$ cat src/delay_cfg_defines.svh
`ifndef DELAY_CFG_DEFINES_SVH
`define DELAY_CFG_DEFINES_SVH
// word layout, lsb shifted first
`define CFG_WORD_BITS 11
`define CFG_SEL_POS 0
`define CFG_MODE_POS 1
`define CFG_CODE_LSB 2
`define CFG_CODE_MSB 10
`define CFG_CODE_BITS 9
// reset values
`define CFG_CODE_RESET 9'h000
`define CFG_WORD_RESET 11'h000
// controller timing, serial clock from a divider
`define CLOCK_PERIOD_NS 50
`define SERIAL_PERIOD_NS 400
`define SERIAL_HALF_CYCLES ((`SERIAL_PERIOD_NS / 2) / `CLOCK_PERIOD_NS)
`define STROBE_HIGH_CYCLES 4
`endif

$ cat src/delay_cfg_pkg.sv
package delay_cfg_pkg;
  typedef logic [8:0] delay_code_t;
  typedef logic [10:0] cfg_word_t;
endpackage : delay_cfg_pkg

$ cat src/delay_cfg_link.sv
`timescale 1ns/1ps
interface delay_cfg_link;
  logic config_serial_clock;
  logic config_serial_pin;
  logic config_latch_strobe;
  modport loader (
    input config_serial_clock,
    input config_serial_pin,
    input config_latch_strobe
  );
  modport controller (
    output config_serial_clock,
    output config_serial_pin,
    output config_latch_strobe
  );
endinterface : delay_cfg_link

$ cat src/serial_delay_config_loader.sv
`timescale 1ns/1ps
// Function
// - configure only via 11-bit shift register
// - word is select, mode, 9-bit code
// - controller sends one word per channel
// - two words after power-up define both
// - lsb select, then mode, then code
// - dual channel zero: mode 0, select 0
// - dual channel one: mode 0, select 1
// - extended words carry mode 1
// - controller serial clock at most 20 MHz
// - shift on serial clock rising edge
// - latch transparent while strobe high
// - select bit first, code msb last
// - cascade feeds channel one, mutes channel zero
`include "delay_cfg_defines.svh"
module serial_delay_config_loader
  import delay_cfg_pkg::*;
(
  // system
  input wire logic clock,
  input wire logic rst_n,
  // serial link
  delay_cfg_link.loader link,
  // delay channel control
  output delay_cfg_pkg::delay_code_t delay_channel_zero,
  output delay_cfg_pkg::delay_code_t delay_channel_one,
  output logic cascade_mode_bit,
  output logic config_defined,
  // channel zero output gating
  input wire logic channel_zero_output,
  output logic channel_zero_true,
  output logic channel_zero_comp,
  // channel one input routing
  input wire logic channel_one_input,
  output logic channel_one_feed
);
  import delay_cfg_pkg::*;

  // pin positions in the synchroniser bank
  localparam int PINS = 3;
  localparam int PIN_SCLK = 0;
  localparam int PIN_DATA = 1;
  localparam int PIN_STROBE = 2;

  // synchronised pins and serial clock edge
  wire logic [PINS-1:0] pin_raw;
  wire logic [PINS-1:0] pin_sync;
  logic sclk_prev;
  logic sclk_rise;

  // serial word and its fields
  cfg_word_t shift_word;
  cfg_word_t next_shift_word;
  logic word_select;
  logic word_mode;
  delay_code_t word_code;

  // latch control and power-up tracking
  logic latch_open;
  logic load_zero;
  logic load_one;
  logic zero_seen;
  logic one_seen;

  assign pin_raw[PIN_SCLK] = link.config_serial_clock;
  assign pin_raw[PIN_DATA] = link.config_serial_pin;
  assign pin_raw[PIN_STROBE] = link.config_latch_strobe;

  // two stages per pin; logic reads only the second
  for (genvar p = 0; p < PINS; p++)
  begin : pin_sync_gen
    logic stage_one;
    logic stage_two;

    always_ff @(posedge clock or negedge rst_n)
    begin
      if (!rst_n)
      begin
        stage_one <= 1'b0;
        stage_two <= 1'b0;
      end
      else
      begin
        stage_one <= pin_raw[p];
        stage_two <= stage_one;
      end
    end

    assign pin_sync[p] = stage_two;
  end

  // resets to the idle pin level, so no false edge after reset
  always_ff @(posedge clock or negedge rst_n)
  begin
    if (!rst_n)
      sclk_prev <= 1'b0;
    else
      sclk_prev <= pin_sync[PIN_SCLK];
  end

  assign sclk_rise = pin_sync[PIN_SCLK] && !sclk_prev;

  // new bits enter at the top so the first bit ends at bit 0
  always_comb
  begin
    next_shift_word = shift_word;
    if (sclk_rise)
      next_shift_word = {pin_sync[PIN_DATA], shift_word[`CFG_WORD_BITS-1:1]};
  end

  // bits move only on a synchronised rising edge
  always_ff @(posedge clock or negedge rst_n)
  begin
    if (!rst_n)
      shift_word <= `CFG_WORD_RESET;
    else
      shift_word <= next_shift_word;
  end

  // fields of the word in the shift register
  assign word_select = shift_word[`CFG_SEL_POS];
  assign word_mode = shift_word[`CFG_MODE_POS];
  assign word_code = shift_word[`CFG_CODE_MSB:`CFG_CODE_LSB];

  // clocked stand-in for a transparent latch; shifting under a high strobe is tracked
  assign latch_open = pin_sync[PIN_STROBE];
  assign load_zero = latch_open && !word_select;
  assign load_one = latch_open && word_select;

  always_ff @(posedge clock or negedge rst_n)
  begin
    if (!rst_n)
      delay_channel_zero <= `CFG_CODE_RESET;
    else if (load_zero)
      delay_channel_zero <= word_code;
  end

  always_ff @(posedge clock or negedge rst_n)
  begin
    if (!rst_n)
      delay_channel_one <= `CFG_CODE_RESET;
    else if (load_one)
      delay_channel_one <= word_code;
  end

  // one mode latch for both channels, last word wins
  always_ff @(posedge clock or negedge rst_n)
  begin
    if (!rst_n)
      cascade_mode_bit <= 1'b0;
    else if (latch_open)
      cascade_mode_bit <= word_mode;
  end

  // codes read zero after reset but mean nothing until loaded
  always_ff @(posedge clock or negedge rst_n)
  begin
    if (!rst_n)
      zero_seen <= 1'b0;
    else if (load_zero)
      zero_seen <= 1'b1;
  end

  always_ff @(posedge clock or negedge rst_n)
  begin
    if (!rst_n)
      one_seen <= 1'b0;
    else if (load_one)
      one_seen <= 1'b1;
  end

  // both channels need a word of their own
  always_ff @(posedge clock or negedge rst_n)
  begin
    if (!rst_n)
      config_defined <= 1'b0;
    else
      config_defined <= (zero_seen || load_zero) && (one_seen || load_one);
  end

  // muted pair in cascade mode: true low, complement high
  always_comb
  begin
    if (cascade_mode_bit)
    begin
      channel_zero_true = 1'b0;
      channel_zero_comp = 1'b1;
    end
    else
    begin
      channel_zero_true = channel_zero_output;
      channel_zero_comp = !channel_zero_output;
    end
  end

  // cascade sends channel zero's output into channel one
  always_comb
  begin
    if (cascade_mode_bit)
      channel_one_feed = channel_zero_output;
    else
      channel_one_feed = channel_one_input;
  end
endmodule : serial_delay_config_loader
$ cat src/flat_wrapper.sv
// flat-port wrapper written by rule: the top's interface ports become plain ports
module serial_delay_config_loader_flat import delay_cfg_pkg::*;
  (clock, rst_n, delay_channel_zero, delay_channel_one, cascade_mode_bit, config_defined, channel_zero_output, channel_zero_true, channel_zero_comp, channel_one_input, channel_one_feed, link_config_serial_clock, link_config_serial_pin, link_config_latch_strobe);
  delay_cfg_link link_i ();
  input wire logic clock;
  input wire logic rst_n;
  output delay_cfg_pkg::delay_code_t delay_channel_zero;
  output delay_cfg_pkg::delay_code_t delay_channel_one;
  output logic cascade_mode_bit;
  output logic config_defined;
  input wire logic channel_zero_output;
  output logic channel_zero_true;
  output logic channel_zero_comp;
  input wire logic channel_one_input;
  output logic channel_one_feed;
  input wire logic [$bits(link_i.config_serial_clock)-1:0] link_config_serial_clock;
  input wire logic [$bits(link_i.config_serial_pin)-1:0] link_config_serial_pin;
  input wire logic [$bits(link_i.config_latch_strobe)-1:0] link_config_latch_strobe;
  assign link_i.config_serial_clock = link_config_serial_clock;
  assign link_i.config_serial_pin = link_config_serial_pin;
  assign link_i.config_latch_strobe = link_config_latch_strobe;
  serial_delay_config_loader u_core (.clock(clock), .rst_n(rst_n), .link(link_i), .delay_channel_zero(delay_channel_zero), .delay_channel_one(delay_channel_one), .cascade_mode_bit(cascade_mode_bit), .config_defined(config_defined), .channel_zero_output(channel_zero_output), .channel_zero_true(channel_zero_true), .channel_zero_comp(channel_zero_comp), .channel_one_input(channel_one_input), .channel_one_feed(channel_one_feed));
endmodule
$ cat config.mk
export PLATFORM = sky130hd
export DESIGN_NAME = serial_delay_config_loader_flat
export DESIGN_NICKNAME = d
export VERILOG_FILES = /design/src/delay_cfg_pkg.sv /design/src/delay_cfg_link.sv /design/src/serial_delay_config_loader.sv /design/src/flat_wrapper.sv
export VERILOG_INCLUDE_DIRS = /design/src /design/src/src
export SDC_FILE = /design/constraint.sdc
export NUM_CORES = 1
export LEC_CHECK = 0
export BUFFER_PORTS_ARGS = -buffer_cell sky130_fd_sc_hd__buf_2
export CORE_UTILIZATION = 50
export DETAILED_ROUTE_END_ITERATION = 12
export PLACE_DENSITY = 0.74
export SYNTH_ARGS = -nofsm -noshare
export SYNTH_HDL_FRONTEND = slang
export SYNTH_SLANG_ARGS = --single-unit
$ cat constraint.sdc
create_clock -name clock -period 1.9 [get_ports clock]
set_input_delay 0.095 -clock clock [delete_from_list [all_inputs] [get_ports clock]]
set_output_delay 0.095 -clock clock [all_outputs]
set_load 0.01 [all_outputs]
Word-level counts from Yosys, hierarchy flattened
Cells that the tools add are included.

Multiplexer cells: 3. Reduce and logical (&&, ||, !) cells: 9.

Operators by type and width (count): logical AND 1 bit (4); zero test 1 bit (3); 2-to-1 mux 1 bit (3); logical OR 1 bit (2).

Register bits after elaboration: 40. Bits of input ports: 7. Output and inout bits: 23. Word-level logic and storage cells: 26.

Longest topological paths before layout
Gate-level depths: netlist (run 1).

Depth after elaboration: 4. Mapped depth: 3. Depth with buffers taken out: 2.

Worst setup path before layout (run 1)
Ideal clock, no wire load.

Path kind: register to register. From: register u_core.shift_word[0]. To: register u_core.delay_channel_zero[0]. Library setup time: 0.125 ns. Data arrival time: 0.973 ns. Required time: 1.775 ns. Setup slack: 0.802 ns. Stages on the path, launching flop included: 4. Path buffers: 1. Period minus slack after synthesis: 1.098 ns. Path through: dfrtp_1 nand2b_1 buf_6 mux2_4.

Word-level cells in the longest chain between the ends: 2.

RTL lines: start, declared (line serial_delay_config_loader.sv:53) `cfg_word_t shift_word;`; start signal, assigned (line serial_delay_config_loader.sv:116) `` shift_word <= `CFG_WORD_RESET; ``; start signal, assigned (line serial_delay_config_loader.sv:118) `shift_word <= next_shift_word;`; zero test 1 bit (line serial_delay_config_loader.sv:128) `assign load_zero = latch_open && !word_select;`; logical AND 1 bit (line serial_delay_config_loader.sv:128); end signal, assigned (line serial_delay_config_loader.sv:134) `` delay_channel_zero <= `CFG_CODE_RESET; ``; end signal, assigned (line serial_delay_config_loader.sv:136) `delay_channel_zero <= word_code;`; end, declared (line serial_delay_config_loader.sv:26) `output delay_cfg_pkg::delay_code_t delay_channel_zero,`.

Every way passes these cells. A chain may end at the register's enable or synchronous reset.

Worst setup path in the final report (run 1)
From: register u_core.shift_word[0]. To: register u_core.delay_channel_zero[3].

The elaborated chain is that of the path after synthesis.

==> impl_metrics.json, run 1 <==
{
  "clock_path_buffers": 2,
  "clockPowerShare_pct": 14.8,
  "worstSkewPairLatency_ps": 340,
  "path_clk_slew_ps": 110,
  "fill_cells": 215,
  "finalMaxSlewViolations": 0,
  "diodes": 0,
  "r2r_cells": 2,
  "nets": 127,
  "internal_power_mw": 1.84,
  "reg2reg_from": "u_core.shift_word[0]",
  "worst_pin_slew_ps": 844,
  "vias": 774,
  "drv_cap": 0,
  "numCtsBuffers": 5,
  "utilization_pct": 61.9,
  "setup_viol": 0,
  "wl_met3_um": 111,
  "grt_pass1_vias": 771,
  "drc": 0,
  "cts_root_buf": "clkbuf_4",
  "final_cells": 151,
  "p_sw_share_pct": 30.3,
  "ant_nets": 0,
  "synth_area_sq_mm": 0.00148,
  "num_rows": 19,
  "setup-tns-final_ps": 0,
  "cp-end-kind": "flip-flop",
  "peakVddDrop_v": 0.000854,
  "grt_pass1_wl_mm": 3.63,
  "p_comb_share_pct": 33.2,
  "track_usage_pct": 15.7,
  "post_cts_resized": 0,
  "fin_area_sq_mm": 0.00172,
  "critPathLaunch": "u_core.shift_word[0]",
  "hold_violations": 0,
  "arrival_ps": 1620,
  "top_layer_used": "met4",
  "p_leak_nw": 0.845,
  "synthesis.nets": 89,
  "finalWirelength_mm": 2.14,
  "seq_area_sq_mm": 0.00100,
  "fp.dieH_um": 56.3,
  "drive_above_1_share_pct": 57.5,
  "fp.dieW_um": 56.3,
  "required_ps": 2120,
  "routabilityCongestion": 0.681,
  "endpoint": "u_core.delay_channel_zero[3]",
  "timing.rr.end": "u_core.delay_channel_zero[3]",
  "yosys_warnings": 0,
  "drt_iter0_markers": 13,
  "syn2layout_area_growth_pct": 16.8,
  "crit_type": "flip-flop to flip-flop",
  "viasPerCell": 5.13,
  "avgRoutedWirePerCell_um": 14.2,
  "placed_area_sq_mm": 0.00164,
  "power_switching_mw": 0.802,
  "synth_cell_types": 9,
  "multi_input_area_sq_um": 448,
  "die_area_sq_mm": 0.00317,
  "p_per_area_mw_per_mm2": 1530,
  "io_pins": 30,
  "status": "completed",
  "reg2reg_slack_ps": 500,
  "drt-met1-wl_um": 948,
  "cts_tree": "done",
  "start_util_pct": 53.0,
  "route.met2.wl_mm": 1.04,
  "placedCellCount": 140,
  "finalCritPeriodShare_pct": 73.6,
  "netlist_instances": 82,
  "slew_headroom_pct": 43.7,
  "hp-class": "flip-flop to flip-flop",
  "period_minus_slack_ps": 1400,
  "grt_overflow": 0,
  "pwr-share-seq_pct": 52.0,
  "path_max_fanout": 10,
  "holdWs_ps": 360,
  "clock_skew_ps": 8.88,
  "rsz0062_at_grt": "false",
  "fp.coreArea_sq_mm": 0.00278,
  "clock-sinks": 40,
  "drt_pre_antenna_iters": 4,
  "start_kind": "flip-flop",
  "yosysSeqAreaShare_pct": 67.9,
  "fmax_mhz": 715,
  "hpwl_mm": 1.39,
  "syn_area_per_cell_sq_um": 18.0,
  "grt_max_degree": 41,
  "antenna_found_initial": 0,
  "cts_max_level": 2,
  "io_buffers": 29,
  "ys_ff_latch": 40
}
-- worst max-delay path, stage by stage, from the launching register on --
cell,delay (ps)
dfrtp_1,410
nand2b_1,530
mux2_4,350
-- how the worst min path moves through the flow --
stage | startpoint | cells past startpoint | to
2_1_floorplan | rst_n | 0 | u_core.cascade_mode_bit
3_3_place_gp | link_config_latch_strobe | 1 | u_core.pin_sync_gen[2].stage_one
3_5_place_dp | link_config_serial_pin | 1 | u_core.pin_sync_gen[1].stage_one
4_1_cts | u_core.pin_sync_gen[2].stage_one | 0 | u_core.latch_open
5_1_grt | u_core.pin_sync_gen[2].stage_one | 0 | u_core.latch_open
6_report | u_core.pin_sync_gen[1].stage_one | 0 | u_core.pin_sync_gen[1].stage_two
-- power by group through the flow --
stage / clock network [mW] / registers [mW] / logic [mW]
finish: 0.391 / 1.37 / 0.879
global route: 0.436 / 1.43 / 0.951
CTS: 0.409 / 1.38 / 0.894
detailed placement: 0 / 1.40 / 0.888
global placement: 0 / 1.38 / 0.868
floorplan: 0 / 1.46 / 0.508
-- cells in the mapped netlist, drive strengths merged --
master   n  share of area, %
dfrtp   40                68
mux2    32                27
nand2b   5               2.6
buf      2               1.5
a22o     1              0.59
inv      1              0.25
nand2    1              0.42
-- routing by layer --
metal,global-route usage [%],vias up
met5,0,-
li1,-,354
met2,23.8,24
met3,4.84,7
met4,8.36,0
met1,20.3,389
-- kinds of logic (layout without fill, tap and decap cells) --
group,count (synthesis),after routing,share of synthesized area (%)
DFF,40,40,67.9
and+or+nand+nor,6,6,3.05
AOI/OAI and AO/OA,1,1,0.594
buffers and inverters,3,41,1.78
muxes,32,32,26.7
-- sequential cells by signal (all words and copies together) (netlist names) --
register / cells
u_core.delay_channel_zero: 9
u_core.cascade_mode_bit: 1
u_core.delay_channel_one: 9
u_core.pin_sync_gen.stage_one: 3
u_core.zero_seen: 1
u_core.shift_word: 11
u_core.sclk_prev: 1
u_core.latch_open: 1
u_core.config_defined: 1
u_core.pin_sync_gen.stage_two: 2
u_core.one_seen: 1
-- repair_timing --
item                                    CTS  global route
hold endpoints to repair                 43             0
endpoints found under the setup margin    0             0
buffers inserted                          0             0
hold buffers                              4             0
-- cell usage in the layout (no fill, tap or decap) --
master and count:
nand2b_4 1, inv_1 1, buf_2 29, nand2_2 1, nand2b_1 4, clkbuf_4 5, mux2_2 23, dlygate4sd3_1 4
a22o_1 1, clkinv_2 1, clkbuf_1 1, dfrtp_1 40, mux2_4 9
-- stage by stage --
stage | setup WS, ps | total power, mW
2_1_floorplan | 802 | 1.96
3_3_place_gp | 534 | 2.25
3_5_place_dp | 509 | 2.29
4_1_cts | 500 | 2.68
5_1_grt | 433 | 2.81
6_report | 501 | 2.64
-- cell type report --
| cell class | count | share of cell area [%] |
|---|---|---|
| flip-flops and latches | 40 | 58.1 |
| multi-input cells | 39 | 26.0 |
| repair buffers | 33 | 10.7 |
| clock buffers | 6 | 2.40 |
| well taps | 31 | 2.25 |
| clock inverters | 1 | 0.290 |
| inverters | 1 | 0.218 |
(Power assumes the default switching activity.)
==> run 2, diff against run 1 <==
CORE_UTILIZATION = 47   (was 50)
PLACE_DENSITY = 0.73   (was 0.74)
clock period = 1.2 ns   (was 1.9 ns; I/O delays follow)
==> run 2 against run 1 <==
Effect of this change: critical endpoint is now channel_one_feed; clock power is 73% higher; highest routed layer unchanged; utilization is 1.3 points higher; hold slack worse by 200 ps; critical path type is now flip-flop to primary output; the run now ends with design-rule violations, negative setup slack left; sequential share of layout area is 2.6 points lower.
==> impl_metrics.json, run 2 (synthesized netlist as in run 1, its figures left out) <==
{
  "fill_cells": 205,
  "setup_viol": 1,
  "cts_max_level": 2,
  "violations": "design-rule violations, negative setup slack",
  "peakVddDrop_v": 0.00156,
  "cts_root_buf": "clkbuf_4",
  "avgRoutedWirePerCell_um": 14.6,
  "hp-class": "primary input to async pin",
  "num_rows": 19,
  "slew_headroom_pct": 74.5,
  "p_leak_nw": 0.891,
  "track_usage_pct": 16.1,
  "rsz0062_at_grt": "true",
  "nets": 131,
  "drt_pre_antenna_iters": 8,
  "final_cells": 156,
  "finalWirelength_mm": 2.28,
  "holdWs_ps": 163,
  "cp_num_buf_inv": 1,
  "path_max_fanout": 3,
  "arrival_ps": 1180,
  "utilization_pct": 63.2,
  "die_area_sq_mm": 0.00337,
  "start_util_pct": 51.7,
  "ant_nets": 0,
  "crit_type": "flip-flop to primary output",
  "numCtsBuffers": 5,
  "fmax_mhz": 808,
  "worstPathCellList": "mux2_4 -> buf_6",
  "clock_skew_ps": 9.19,
  "final_common_cell": "dfrtp_1",
  "antenna_found_initial": 0,
  "grt_pass1_vias": 829,
  "grt_pass1_wl_mm": 3.82,
  "grt_overflow": 0,
  "drv_cap": 0,
  "clock_path_buffers": 2,
  "setup-tns-final_ps": -37.1,
  "cts_tree": "done",
  "period_minus_slack_ps": 1240,
  "cp-end-kind": "primary output",
  "drc": 3,
  "most-common-layout-cells": "40 x dfrtp_1, 28 x buf_2, 22 x mux2_2",
  "routabilityCongestion": 0.759,
  "fp.coreArea_sq_mm": 0.00285,
  "hpwl_mm": 1.49,
  "diodes": 0,
  "finalCritPeriodShare_pct": 103,
  "placedCellCount": 143,
  "max_stage_delay_ps": 420,
  "start_kind": "flip-flop",
  "fp.dieW_um": 58.0,
  "regMostFlops": "u_core.shift_word",
  "io_buffers": 29,
  "slowest_stage": "dfrtp_1",
  "io_pins": 30,
  "status": "finished, violations left",
  "drt_iter0_markers": 10,
  "worstSkewPairLatency_ps": 330,
  "worst_pin_slew_ps": 382,
  "hold_violations": 0,
  "drive_above_1_share_pct": 59.2,
  "required_ps": 1140,
  "fp.dieH_um": 58.0,
  "fin_ws_ps": -37.1,
  "clock-sinks": 40,
  "grt_max_degree": 26,
  "vias": 795,
  "path_clk_slew_ps": 110,
  "critPathTopFamily": "flip-flops",
  "p_per_area_mw_per_mm2": 2430,
  "syn2layout_area_growth_pct": 22.3,
  "largest_register_ffs": 11,
  "finalMaxSlewViolations": 0,
  "viasPerCell": 5.10,
  "reg_top3": "u_core.shift_word x11, u_core.delay_channel_one x9, u_core.delay_channel_zero x9"
}
-- run 2: cell types whose count changed in the layout (fill, tap and decap cells not counted), sizes merged --
cell	delta
clkinv	-1
buf	+4
clkbuf	+2
-- run 2: area by class of cell --
cell class	instances	area (sq um)	area share (%)
tap	31	38.8	2.15
timing repair buffer	37	238	13.2
clock buffer	8	58.8	3.26
sequential	40	1000	55.5
multi-input combinational	39	464	25.7
inverter	1	3.75	0.208
-- run 2: power by group --
group	total (mW)	internal (mW)	leakage, nW	switching [mW]
registers	2.19	1.85	0.474	0.339
clock network	0.678	0.290	0.0326	0.388
logic	1.51	0.935	0.384	0.573
total	4.38	3.08	0.891	1.30
-- run 2: worst register-to-register path, cell delays in order, from the launching register on --
cell      delay (ps)
dfrtp_1          450
nand2b_4         170
buf_4            160
mux2_4           290
-- run 2: worst paths after layout --
kind                                                  start                                to  slack (ps)  cells past startpoint
hold / removal                                        rst_n             u_core.config_defined         160                      2
setup / recovery                    u_core.cascade_mode_bit                  channel_one_feed         -40                      2
max in group asynchronous                             rst_n                  u_core.zero_seen         580                      3
hold reg to reg            u_core.pin_sync_gen[0].stage_one  u_core.pin_sync_gen[0].stage_two         360                      0
min in group clock         u_core.pin_sync_gen[0].stage_one  u_core.pin_sync_gen[0].stage_two         360                      0
setup reg to reg                       u_core.shift_word[0]      u_core.delay_channel_zero[7]          30                      3
-- run 2: per-stage QoR --
stage | power, mW | cell area [sq um] | worst slack [ps]
after floorplan | 3.11 | 1480 | 102
after global placement | 3.61 | 1670 | 56.2
after detailed placement | 3.66 | 1670 | 30.6
after CTS | 4.40 | 1790 | -53.3
after global routing | 4.67 | 1800 | -102
final | 4.38 | 1800 | -37.1
-- run 2: what timing repair did --
item | 4_1_cts | 5_1_grt
hold buffers | 4 | 0
hold endpoints to repair | 43 | 0
setup buffers | 1 | 0
setup endpoints to repair | 1 | 18
pin swaps | 0 | 0
resized for setup | 2 | 3
-- run 2: metal layers --
metal | vias to the layer above | wire [um] | GRT usage, %
met3 | 2 | 98 | 7.37
met4 | 0 | 12 | 6.12
met2 | 21 | 1080 | 24.3
met5 | - | 0 | 0
met1 | 403 | 1090 | 20.4
li1 | 369 | - | -
==> run 3, diff against run 2 <==
ABC_CLOCK_PERIOD_IN_PS = 1200   (was not set)
GPL_TIMING_DRIVEN = 0   (was not set)
==> run 3 against run 2 <==
Effect of this change: the run still ends with design-rule violations, negative setup slack left; via count rose by 0.25%; first-iteration DRC count rose by 60%; global-route usage fell by 0.29 points; clock skew rose by 3.4 ps; non-clock buffer count rose by 1; hold slack improved by 190 ps.
==> impl_metrics.json, run 3 (synthesized netlist as in run 1, its figures left out) <==
{
  "fp.coreArea_sq_mm": 0.00285,
  "cp-end-kind": "primary output",
  "utilization_pct": 63.4,
  "antenna_found_initial": 0,
  "status": "finished, violations left",
  "diodes": 0,
  "grt_max_degree": 41,
  "violations": "design-rule violations, negative setup slack",
  "vias": 797,
  "p_per_area_mw_per_mm2": 2440,
  "start_kind": "flip-flop",
  "hpwl_mm": 1.40,
  "reg_top3": "u_core.shift_word x11, u_core.delay_channel_one x9, u_core.delay_channel_zero x9",
  "grt_overflow": 0,
  "peakVddDrop_v": 0.00131,
  "worstSkewPairLatency_ps": 340,
  "period_minus_slack_ps": 1250,
  "required_ps": 1140,
  "arrival_ps": 1190,
  "crit_type": "flip-flop to primary output",
  "clock_path_buffers": 2,
  "fmax_mhz": 802,
  "clock-sinks": 40,
  "worst_pin_slew_ps": 853,
  "fin_ws_ps": -47.1,
  "finalMaxSlewViolations": 0,
  "drc": 3,
  "r2r_cells": 3,
  "hold_violations": 0,
  "timing.rr.end": "u_core.delay_channel_zero[8]",
  "ant_nets": 0,
  "track_usage_pct": 15.8,
  "routabilityCongestion": 0.653,
  "rsz0062_at_grt": "true",
  "fp.dieH_um": 58.0,
  "slew_headroom_pct": 43.1,
  "most-common-layout-cells": "38 x dfrtp_1, 28 x buf_2, 22 x mux2_2",
  "path_clk_slew_ps": 110,
  "drive_above_1_share_pct": 61.1,
  "reg2reg_from": "u_core.shift_word[0]",
  "finalPower_mw": 4.42,
  "reg2reg_slack_ps": 30,
  "die_area_sq_mm": 0.00337,
  "path_max_fanout": 3,
  "fp.dieW_um": 58.0,
  "drt_pre_antenna_iters": 7,
  "numCtsBuffers": 5,
  "p_leak_nw": 0.892,
  "regMostFlops": "u_core.shift_word",
  "viasPerCell": 5.08,
  "holdWs_ps": 354,
  "setup-tns-final_ps": -65.1,
  "finalWirelength_mm": 2.30,
  "setup_viol": 2,
  "cts_max_level": 2,
  "avgRoutedWirePerCell_um": 14.6,
  "io_pins": 30,
  "io_buffers": 29,
  "critPathLaunch": "u_core.cascade_mode_bit",
  "cts_root_buf": "clkbuf_4",
  "drv_cap": 0,
  "final_common_cell": "dfrtp_1",
  "nets": 132,
  "grt_pass1_vias": 772,
  "grt_pass1_wl_mm": 3.75,
  "syn2layout_area_growth_pct": 22.6,
  "num_rows": 19,
  "clock_skew_ps": 12.6,
  "hp-class": "primary input to async pin",
  "start_util_pct": 51.7,
  "finalCritPeriodShare_pct": 104,
  "largest_register_ffs": 11,
  "cts_tree": "done",
  "drt_iter0_markers": 16
}
==> run 3: cell type report <==
cell class	instances	area, sq um
buffer	2	22.5
clock buffer	8	58.8
fill	221	1040
inverter	1	3.75
multi-input combinational	39	464
sequential	40	1000
tap	31	38.8
timing repair buffer	36	218
==> run 3: through the flow <==
step | setup slack [ps] | cell area [sq um] | cells
global placement | 66.9 | 1660 | 142
detailed placement | 24.5 | 1660 | 142
global route | -112 | 1810 | 157
floorplan | 102 | 1480 | 82
finish | -47.1 | 1810 | 157
CTS | -66.7 | 1780 | 155
==> run 3: where the power goes <==
part / internal [mW] / total [mW] / switching (mW)
logic: 0.956 / 1.55 / 0.592
clock network: 0.289 / 0.682 / 0.393
registers: 1.86 / 2.19 / 0.331
==> run 3: worst max path at each step <==
| stage | endpoint | slack (ps) | depth (start not counted) |
|---|---|---|---|
| after floorplan | u_core.delay_channel_zero[0] | 100 | 3 |
| after global placement | u_core.delay_channel_zero[4] | 70 | 3 |
| after detailed placement | u_core.delay_channel_one[1] | 20 | 2 |
| after CTS | channel_one_feed | -70 | 2 |
| after global routing | channel_one_feed | -110 | 2 |
| final | channel_one_feed | -50 | 2 |
==> run 3: what timing repair did <==
action | CTS | global route
gates resized for setup | 2 | 7
setup buffers | 1 | 1
hold buffers | 4 | 0
endpoints found under the hold margin | 43 | 0
endpoints found under the setup margin | 1 | 20
gates cloned | 0 | 1
==> run 3: per-layer routing <==
metal	part of all wire, %	global-route usage (%)	vias up	wire length [um]
li1	-	-	368	-
met1	44	20.7	401	1020
met2	49	23.0	22	1120
met3	5.1	6.70	6	118
met4	1.9	7.14	0	43
met5	0	0	-	0
==> run 3: worst max-delay path, stage by stage (launching register included) <==
cell	delay [ps]
dfrtp_1	420
mux2_4	310
buf_6	120
